==> src/core/rxerr_cfg.svh <==
`ifndef RXERR_CFG_SVH
`define RXERR_CFG_SVH
`define SER_DEV_ADDR    8'hE8
`define SER_CMD_ERR     4'h9
`define SET_RESET       8'h00
`define SET_USED_MASK   8'hF3
`define SET_SEL_BIT     0
`define SET_PAR_BIT     1
`define SET_FORCE_BIT   4
`define SET_MASK_BIT    5
`define SET_WAIT_LO     6
`define WAIT_CODE0      5'h03
`define WAIT_CODE1      5'h18
`define WAIT_CODE2      5'h0C
`define WAIT_CODE3      5'h1F
`define PAR_RUN         4'h8
`define CLK_HZ          125000000
`define GP_TICK_HZ      24000
`define GP_DIV_CYCLES   (`CLK_HZ / `GP_TICK_HZ)
`endif

==> src/core/rxerr_pkg.sv <==
package rxerr_pkg;
  typedef enum logic [0:0] {
    PH_ADDR = 1'b0,
    PH_DATA = 1'b1
  } ser_phase_type;

  typedef struct packed {
    ser_phase_type phase;
    logic          ce;
    logic          clk;
    logic [7:0]    addr;
    logic [15:0]   data;
    logic [4:0]    nbits;
    logic [7:0]    settings;
    logic [47:0]   cs_prev;
    logic [15:0]   pc_prev;
    logic [3:0]    gp_prev;
    logic [12:0]   gp_div;
    logic [3:0]    par_run;
    logic          err_pin;
    logic          audio_en;
    logic          mute;
    logic          cs_upd;
    logic          pc_upd;
    logic          gp_upd;
    logic          detect_rep;
  } ctrl_state_type;

  typedef struct packed {
    logic [4:0] cnt;
    logic       done;
  } cnt_state_type;
endpackage : rxerr_pkg

==> src/core/wait_if.sv <==
`timescale 1ns/10ps
interface wait_if;
  logic       clear;
  logic       tick;
  logic [4:0] target;
  logic       done;
  modport ctl (output clear, output tick, output target, input done);
  modport cnt (input clear, input tick, input target, output done);
endinterface : wait_if

==> src/core/error_flag_ctrl.sv <==
`timescale 1ns/10ps
`include "rxerr_cfg.svh"
module error_flag_ctrl #(
  parameter int GP_DIV = `GP_DIV_CYCLES
) (
  // Clock and reset
  input  wire logic        mclk,
  input  wire logic        rst_b,
  // Host serial port
  input  wire logic        ser_clk,
  input  wire logic        ser_data,
  input  wire logic        ser_enable,
  // Receiver status
  input  wire logic        pll_locked,
  input  wire logic        block_start,
  input  wire logic        subframe_strobe,
  input  wire logic        parity_error,
  input  wire logic        non_pcm_detected,
  input  wire logic        rate_change_meas,
  input  wire logic        rate_change_cs,
  input  wire logic        osc_stopped,
  // Block data for update flags
  input  wire logic        block_valid,
  input  wire logic [47:0] cs_bits,
  input  wire logic [15:0] burst_pc,
  // General-purpose parallel input
  input  wire logic        gp_parallel_in_mode,
  input  wire logic [3:0]  gp_in,
  // Input detection
  input  wire logic        input_detect_report_en,
  input  wire logic        crystal_input_select,
  input  wire logic        crystal_24m576_present,
  input  wire logic        input_monitor_en,
  input  wire logic        input_change,
  // Outputs
  output logic             error_flag_pin,
  output logic             audio_out_en,
  output logic             audio_mute,
  output logic             cs_updated,
  output logic             pc_updated,
  output logic             gp_updated,
  output logic             input_detect_report,
  output logic [7:0]       error_output_settings
);
  rxerr_pkg::ctrl_state_type s_q, s_d;
  wait_if w ();

  // Settings fields
  logic       sel;
  logic       par_mode;
  logic       force_hi;
  logic       rate_mask;
  logic [1:0] wait_code;
  // Error sources
  logic       rate_chg;
  logic       rate_err;
  logic       par_recent;
  logic       data_err;
  logic       npcm_err;
  logic       err_now;
  logic       wait_busy;
  // Serial port events
  logic       ser_rise;
  logic       ser_start;
  logic       ser_fall_ce;
  logic       addr_ok;
  logic       len_ok;
  logic       cmd_ok;
  logic       write_ok;
  // Update sources
  logic       gp_tick;
  logic       detect_gate;

  assign sel       = s_q.settings[`SET_SEL_BIT];
  assign par_mode  = s_q.settings[`SET_PAR_BIT];
  assign force_hi  = s_q.settings[`SET_FORCE_BIT];
  assign rate_mask = s_q.settings[`SET_MASK_BIT];
  assign wait_code = s_q.settings[`SET_WAIT_LO +: 2];

  // Block preamble wait after lock
  preamble_counter u_wait (
    .mclk  (mclk),
    .rst_b (rst_b),
    .w     (w.cnt)
  );

  always_comb begin
    case (wait_code)
      2'h0:    w.target = `WAIT_CODE0;
      2'h1:    w.target = `WAIT_CODE1;
      2'h2:    w.target = `WAIT_CODE2;
      default: w.target = `WAIT_CODE3;
    endcase
  end
  assign w.clear   = !pll_locked;
  assign w.tick    = block_start;
  assign wait_busy = !w.done;

  // Rate change source
  always_comb begin
    if (osc_stopped) begin
      rate_chg = rate_change_cs;
    end else begin
      rate_chg = rate_change_meas || rate_change_cs;
    end
    rate_err = !rate_mask && rate_chg;
  end

  // Parity data error
  assign par_recent = (s_q.par_run != 4'h0);
  always_comb begin
    if (par_mode) begin
      data_err = parity_error && subframe_strobe;
    end else begin
      data_err = par_recent && non_pcm_detected;
    end
  end

  // Errors seen this cycle
  assign npcm_err = sel && non_pcm_detected;
  assign err_now  = !pll_locked || data_err || npcm_err || rate_err;

  // Serial port events
  assign ser_rise    = ser_clk && !s_q.clk;
  assign ser_start   = ser_enable && !s_q.ce;
  assign ser_fall_ce = !ser_enable && s_q.ce;
  assign addr_ok     = (s_q.addr == `SER_DEV_ADDR);
  assign len_ok      = (s_q.nbits == 5'h10);
  assign cmd_ok      = (s_q.data[7:4] == `SER_CMD_ERR) && (s_q.data[3:2] == 2'h0);
  assign write_ok    = ser_fall_ce && addr_ok && len_ok && cmd_ok;

  // Update sources
  assign gp_tick     = (s_q.gp_div == 13'(GP_DIV - 1));
  assign detect_gate = input_detect_report_en && crystal_input_select &&
                       crystal_24m576_present && input_monitor_en;

  always_comb begin
    s_d     = s_q;
    s_d.ce  = ser_enable;
    s_d.clk = ser_clk;

    // Serial settings write
    if (ser_start) begin
      s_d.phase = rxerr_pkg::PH_DATA;
      s_d.nbits = 5'h00;
    end
    if (ser_rise) begin
      case (s_q.phase)
        rxerr_pkg::PH_ADDR: begin
          s_d.addr = {ser_data, s_q.addr[7:1]};
        end
        rxerr_pkg::PH_DATA: begin
          if (!len_ok) begin
            s_d.data  = {ser_data, s_q.data[15:1]};
            s_d.nbits = s_q.nbits + 5'h01;
          end
        end
        default: begin
          s_d.phase = rxerr_pkg::PH_ADDR;
        end
      endcase
    end
    if (ser_fall_ce) begin
      s_d.phase = rxerr_pkg::PH_ADDR;
    end
    if (write_ok) begin
      s_d.settings = s_q.data[15:8] & `SET_USED_MASK;
    end

    // Parity error run over 8 sub-frames
    if (subframe_strobe) begin
      if (parity_error) begin
        s_d.par_run = `PAR_RUN;
      end else if (par_recent) begin
        s_d.par_run = s_q.par_run - 4'h1;
      end
    end

    // Error pin, mute and audio enable
    s_d.err_pin  = force_hi || err_now || wait_busy;
    s_d.mute     = npcm_err;
    s_d.audio_en = !err_now && !wait_busy && !npcm_err;

    // Block update flags
    s_d.cs_upd = 1'h0;
    s_d.pc_upd = 1'h0;
    if (block_valid) begin
      s_d.cs_upd  = (cs_bits == s_q.cs_prev);
      s_d.pc_upd  = (burst_pc == s_q.pc_prev);
      s_d.cs_prev = cs_bits;
      s_d.pc_prev = burst_pc;
    end

    // General-purpose input sampled at 24kHz
    s_d.gp_upd = 1'h0;
    if (gp_tick) begin
      s_d.gp_div  = 13'h0000;
      s_d.gp_prev = gp_in;
      s_d.gp_upd  = gp_parallel_in_mode && (gp_in != s_q.gp_prev);
    end else begin
      s_d.gp_div = s_q.gp_div + 13'h0001;
    end

    // Input detection report
    s_d.detect_rep = detect_gate && input_change;
  end

  always_ff @(posedge mclk) begin
    if (!rst_b) begin
      s_q          <= '0;
      s_q.settings <= `SET_RESET;
      s_q.err_pin  <= 1'h1;
    end else begin
      s_q <= s_d;
    end
  end

  // Outputs straight from the state flops
  assign error_flag_pin        = s_q.err_pin;
  assign audio_out_en          = s_q.audio_en;
  assign audio_mute            = s_q.mute;
  assign cs_updated            = s_q.cs_upd;
  assign pc_updated            = s_q.pc_upd;
  assign gp_updated            = s_q.gp_upd;
  assign input_detect_report   = s_q.detect_rep;
  assign error_output_settings = s_q.settings;
endmodule : error_flag_ctrl

==> src/core/preamble_counter.sv <==
`timescale 1ns/10ps
module preamble_counter (
  // Clock and reset
  input wire logic mclk,
  input wire logic rst_b,
  // Wait control
  wait_if.cnt      w
);
  rxerr_pkg::cnt_state_type s_q, s_d;

  always_comb begin
    s_d = s_q;
    if (w.clear) begin
      s_d = '0;
    end else if (w.tick && !s_q.done) begin
      s_d.cnt = s_q.cnt + 5'h01;
      if (s_d.cnt >= w.target) begin
        s_d.done = 1'b1;
      end
    end
  end

  always_ff @(posedge mclk) begin
    if (!rst_b) begin
      s_q <= '0;
    end else begin
      s_q <= s_d;
    end
  end

  assign w.done = s_q.done;
endmodule : preamble_counter

==> config.mk <==
export PLATFORM = sky130hd
export DESIGN_NAME = error_flag_ctrl
export DESIGN_NICKNAME = d
export VERILOG_FILES = /design/src/core/rxerr_pkg.sv /design/src/core/wait_if.sv /design/src/core/error_flag_ctrl.sv /design/src/core/preamble_counter.sv
export VERILOG_INCLUDE_DIRS = /design/src /design/src/core
export SDC_FILE = /design/constraint.sdc
export NUM_CORES = 1
export LEC_CHECK = 0
export BUFFER_PORTS_ARGS = -buffer_cell sky130_fd_sc_hd__buf_4
export CORE_MARGIN = 1.5
export CORE_UTILIZATION = 50
export CTS_CLUSTER_DIAMETER = 60
export DETAILED_ROUTE_END_ITERATION = 10
export GPL_ROUTABILITY_DRIVEN = 1
export GPL_TIMING_DRIVEN = 0
export PLACE_DENSITY = 0.78
export RECOVER_POWER = 50
export SYNTH_ARGS = -nofsm -noshare
export SYNTH_HDL_FRONTEND = slang
export SYNTH_SLANG_ARGS = --single-unit
export TNS_END_PERCENT = 1
==> constraint.sdc <==
create_clock -name mclk -period 3.75 [get_ports mclk]
set_clock_uncertainty 0.1 [all_clocks]
set_input_delay 0.75 -clock mclk [delete_from_list [all_inputs] [get_ports mclk]]
set_output_delay 0.75 -clock mclk [all_outputs]
set_load 0.1 [all_outputs]
# Word level (Yosys, flattened, before mapping)
# Cells that the tools add are included.
[word_totals] register_bits=136 in_bits=88 output_inout_bits=15 wordCells=93
[op_classes] n_addsub=4 magnitude_cmp=1 eq_ne=9 n_mux=9 bitwise_logic=3 n_reduce_logical=46
[ops] op="48-bit equality test" count=1
[ops] op="5-bit two-way mux" count=4
[ops] op="1-bit logical AND" count=19
[ops] op="16-bit equality test" count=1
[ops] op="5-bit case mux with 3 select lines" count=1
[ops] op="13-bit by 1-bit adder with 13-bit output, second input constant" count=1
[ops] op="13-bit equality test, second input constant" count=1
[ops] op="2-bit AND reduction" count=6
[ops] op="5-bit by 1-bit adder with 5-bit output, second input constant" count=2
[ops] op="8-bit equality test, second input constant" count=1
[ops] op="1-bit logical NOT" count=8
[ops] op="4-bit two-way mux" count=2
[ops] op="1-bit logical OR" count=6
[ops] op="5-bit equality test, second input constant" count=1
[ops] op="5-bit >= comparator" count=1
[ops] op="4-bit equality test, second input constant" count=1
[ops] op="2-bit logical NOT" count=2
[ops] op="4-bit inequality test" count=1
[ops] op="4-bit nonzero test" count=1
[ops] op="2-bit OR reduction" count=2
[ops] op="4-bit by 1-bit subtractor with 4-bit output, second input constant" count=1
[ops] op="1-bit NOT" count=3
[ops] op="3-bit AND reduction" count=1
[ops] op="2-bit by 1-bit equality test with 1-bit output, second input constant" count=1
[ops] op="3 further kinds" count=4

# Depth between registers and ports, before layout
[depth] depth_word=9 ltp_mapped=9 mapped_depth_nobuf=9

# Cells and area by module
# A second synthesis with hierarchy kept.
[unflattened] hier_cells=656 area_unflattened_um2=6381.1
[modules_own_cells] mod="error_flag_ctrl" n_inst=1 cells_per_inst=610 area_per_inst_um2=5983.2 seq_area_each_um2=2562.5
[modules_own_cells] mod="preamble_counter" n_inst=1 cells_per_inst=46 area_per_inst_um2=397.9 seq_area_each_um2=120.1

# Worst setup path after synthesis
# OpenSTA, ideal clock, no wires.
[synth_timing] kind="input-to-reg" startpoint="input ser_enable" endpoint="register s_q (netlist bit error_output_settings[0])" setup_ns=0.116 arrival_ns=1.954 required_time_ns=3.534 setup_slack_ns=1.580 stages=5 n_path_buf=0 cell_sequence="nand2b_4 > or4_4 > nor3_4 > mux2i_1 > nor2b_1"
[synth_via] elab_chain_cells=5
[synth_lines] element="start: declaration" line="error_flag_ctrl.sv:12" rtl="input wire logic ser_enable,"
[synth_lines] element="1-bit logical NOT" line="error_flag_ctrl.sv:126" rtl="assign ser_fall_ce = !ser_enable && s_q.ce;"
[synth_lines] element="1-bit logical AND" line="error_flag_ctrl.sv:126"
[synth_lines] element="1-bit logical AND (3 in series)" line="error_flag_ctrl.sv:130" rtl="assign write_ok = ser_fall_ce && addr_ok && len_ok && cmd_ok;"
[synth_lines] element="end: declaration" line="error_flag_ctrl.sv:45" rtl="rxerr_pkg::ctrl_state_type s_q, s_d;"
# No other way between the ends.
# A chain may end at the register's enable or synchronous reset.

# Final worst setup path
[layout_timing] startpoint="input ser_enable" endpoint="register s_q (netlist bit error_output_settings[7])"
# The elaborated chain is that of the path after synthesis.

==> results.py <==
metrics = {
    "timing": {
        "setup-violations-final": 0,
        "rsz0062_at_grt": "false",
        "slew_violations": 0,
        "hold_viol": 0,
        "clock.fmax_mhz": 394.6,
        "worstMarginPinSlew_ns": 1.171,
        "timing.final.crit_period_ns": 2.534,
        "worst_slew_margin_rel_pct": 22.29,
        "tns_ns": 0,
        "hold_ws_ns": 0.3477,
        "post-route-period-util_pct": 67.58,
        "fin_ws_ns": 1.216,
    },
    "synth": {
        "netlist_instances": 639,
        "ys_seq_area_share_pct": 42.91,
        "synth_edf_count": 0,
        "synth_seq_cells": 134,
        "avgSynthCellArea_sq_um": 9.784,
        "synthFlopType": "dfxtp_1",
        "ys_types": 49,
        "netlist_area_sq_um": 6252,
        "yosys_warnings": 0,
        "async_flop_share_pct": 0,
    },
    "detailed_routing": {
        "drc_errors": 0,
        "ant_nets": 0,
        "drt_iter0_drc": 199,
        "vias": 4689,
        "vias_per_cell": 4.999,
        "wire_per_inst_um": 14.01,
        "dr.pass1.iters": 5,
        "routed_wl_mm": 13.14,
    },
    "die": {
        "ios": 103,
        "core-area_sq_um": 12110,
        "die_area_sq_um": 13180,
        "die_y_um": 114.8,
        "std_cell_rows": 40,
        "start_util_pct": 51.62,
        "fp.dieW_um": 114.8,
    },
    "finish": {
        "nets": 860,
        "syn_to_final_growth_pct": 23.59,
        "final_util_pct": 63.80,
        "drive_above_1_share_pct": 17.66,
        "finalNonFillerCells": 938,
        "antenna_cells": 0,
        "final_cell_mix": "dfxtp_1 (134), buf_4 (98), nor2b_1 (88)",
        "n_fill_cell": 1006,
        "final_common_cell": "dfxtp_1",
        "post-route-cell-area_sq_um": 7727,
    },
    "clocking": {
        "cts_tree": "yes",
        "cts_resized": 0,
        "post-cts-setup-buffer-count": 0,
        "clkLatencyLatePin_ns": 0.42,
        "cts_hold_buffers": 0,
        "cts.sink_count": 134,
        "path_clk_slew_ns": 0.05,
        "numCtsBuffers": 17,
        "root_buffer": "clkbuf_16",
        "clk_path_buf_depth": 2,
        "h-tree-depth": 4,
    },
    "setup_path": {
        "crit_required_ns": 3.95,
        "arrival_ns": 2.73,
        "crit_path_max_fanout": 6,
        "critPathKind": "primary input to register",
        "start_kind": "primary input",
        "cp-end-kind": "register",
    },
    "pwr": {
        "ir_drop_uv": 277.1,
        "p_total_mw": 3.468,
        "leakage_nw": 3.303,
        "p_per_area_nw_per_um2": 448.8,
    },
    "global_route": {
        "grt_pass1_vias": 4637,
        "grt_first_pass_wirelength_mm": 21.29,
        "overflow": 0,
        "track_usage_pct": 20.86,
        "grt_max_degree": 17,
        "antenna_found_initial": 0,
    },
    "place": {
        "dpl_cell_area_sq_um": 7202,
        "dp.final_hpwl_mm": 9.663,
        "port_buffers": 98,
        "placed_cells": 906,
        "dp_slack_ns": 1.230,
        "gp_routability_congestion": 0.8058,
    },
    "outcome": {
        "status": "finished clean",
    },
    "worst_hold_path": {
        "hold_class": "register to register",
    },
    "run": {
        "cap_violations": 0,
    },
}
## area by class of cell
cell class	count	area (sq um)	share of cell area (%)
multi-input cells	456	3324	43.02
repair buffers	98	705.7	9.132
well taps	168	210.2	2.720
clock inverters	9	100.1	1.295
clock buffers	23	478.0	6.185
flip-flops and latches	134	2683	34.71
inverters	14	52.55	0.6801
plain buffers	36	173.9	2.251
## worst max-delay path, cell delays in order
cell and delay (ns):
buf_4 0.12, nand2b_1 0.15, or4_1 0.50, nor3_1 0.89, mux2i_1 0.27, nor2b_1 0.06
## per-layer routing
metal	GRT usage, %	vias to the layer above	wire, um
li1	-	2371	-
met2	36.37	104	6539
met5	0	-	0
met1	23.84	2194	5848
met3	6.220	20	515
met4	8.971	0	237
## Yosys cell counts (all sizes together) (4+ instances only)
cell	n	area (sq um)
a21boi	17	127.6
a21oi	12	60.06
and2	6	38.79
and3	4	25.02
buf	17	102.6
clkbuf	19	71.32
dfxtp	134	2683
ha	15	187.7
inv	14	52.55
mux2i	83	830.8
nand2	44	165.2
nand2b	5	38.78
nand3	10	50.05
nand4	11	68.82
nor2	25	93.84
nor2b	88	550.5
nor3	4	31.28
nor4	14	87.58
o21ai	7	35.03
xnor2	23	201.4
xor2	59	516.8
## logic make-up after synthesis
group,synth area share (%)
simple gates,20.85
xor+xnor,11.49
mux,13.29
flops,42.91
other cells,0.05998
fa+ha+maj,3.002
buf+inv,3.622
compound gates,4.783
## registers in the layout, indices dropped and copies added, names as in the netlist
signal	count
u_wait.w.done	1
u_wait.s_q	5
s_q	115
audio_mute	1
pc_updated	1
error_flag_pin	1
input_detect_report	1
error_output_settings	6
gp_updated	1
cs_updated	1
audio_out_en	1
## worst paths after layout
check / start / end / slack, ns / cells past startpoint
worst min-delay path: s_q[116]$_SDFFE_PN0P_ / s_q[115]$_SDFFE_PN0P_ / 0.35 / 2
worst min register to register: s_q[116]$_SDFFE_PN0P_ / s_q[115]$_SDFFE_PN0P_ / 0.35 / 2
worst max-delay path: ser_enable / error_output_settings[7]$_SDFFE_PN0P_ / 1.22 / 6
worst max register to register: s_q[125]$_SDFFE_PN0P_ / error_output_settings[7]$_SDFFE_PN0P_ / 1.39 / 5
## report_power, final
| group | internal (mW) | switching (mW) |
|---|---|---|
| combinational | 0.182 | 0.166 |
| clock | 1.02 | 0.584 |
| sequential | 1.48 | 0.0350 |
| total | 2.68 | 0.785 |
No activity file was read; power rests on OpenSTA's default activity.
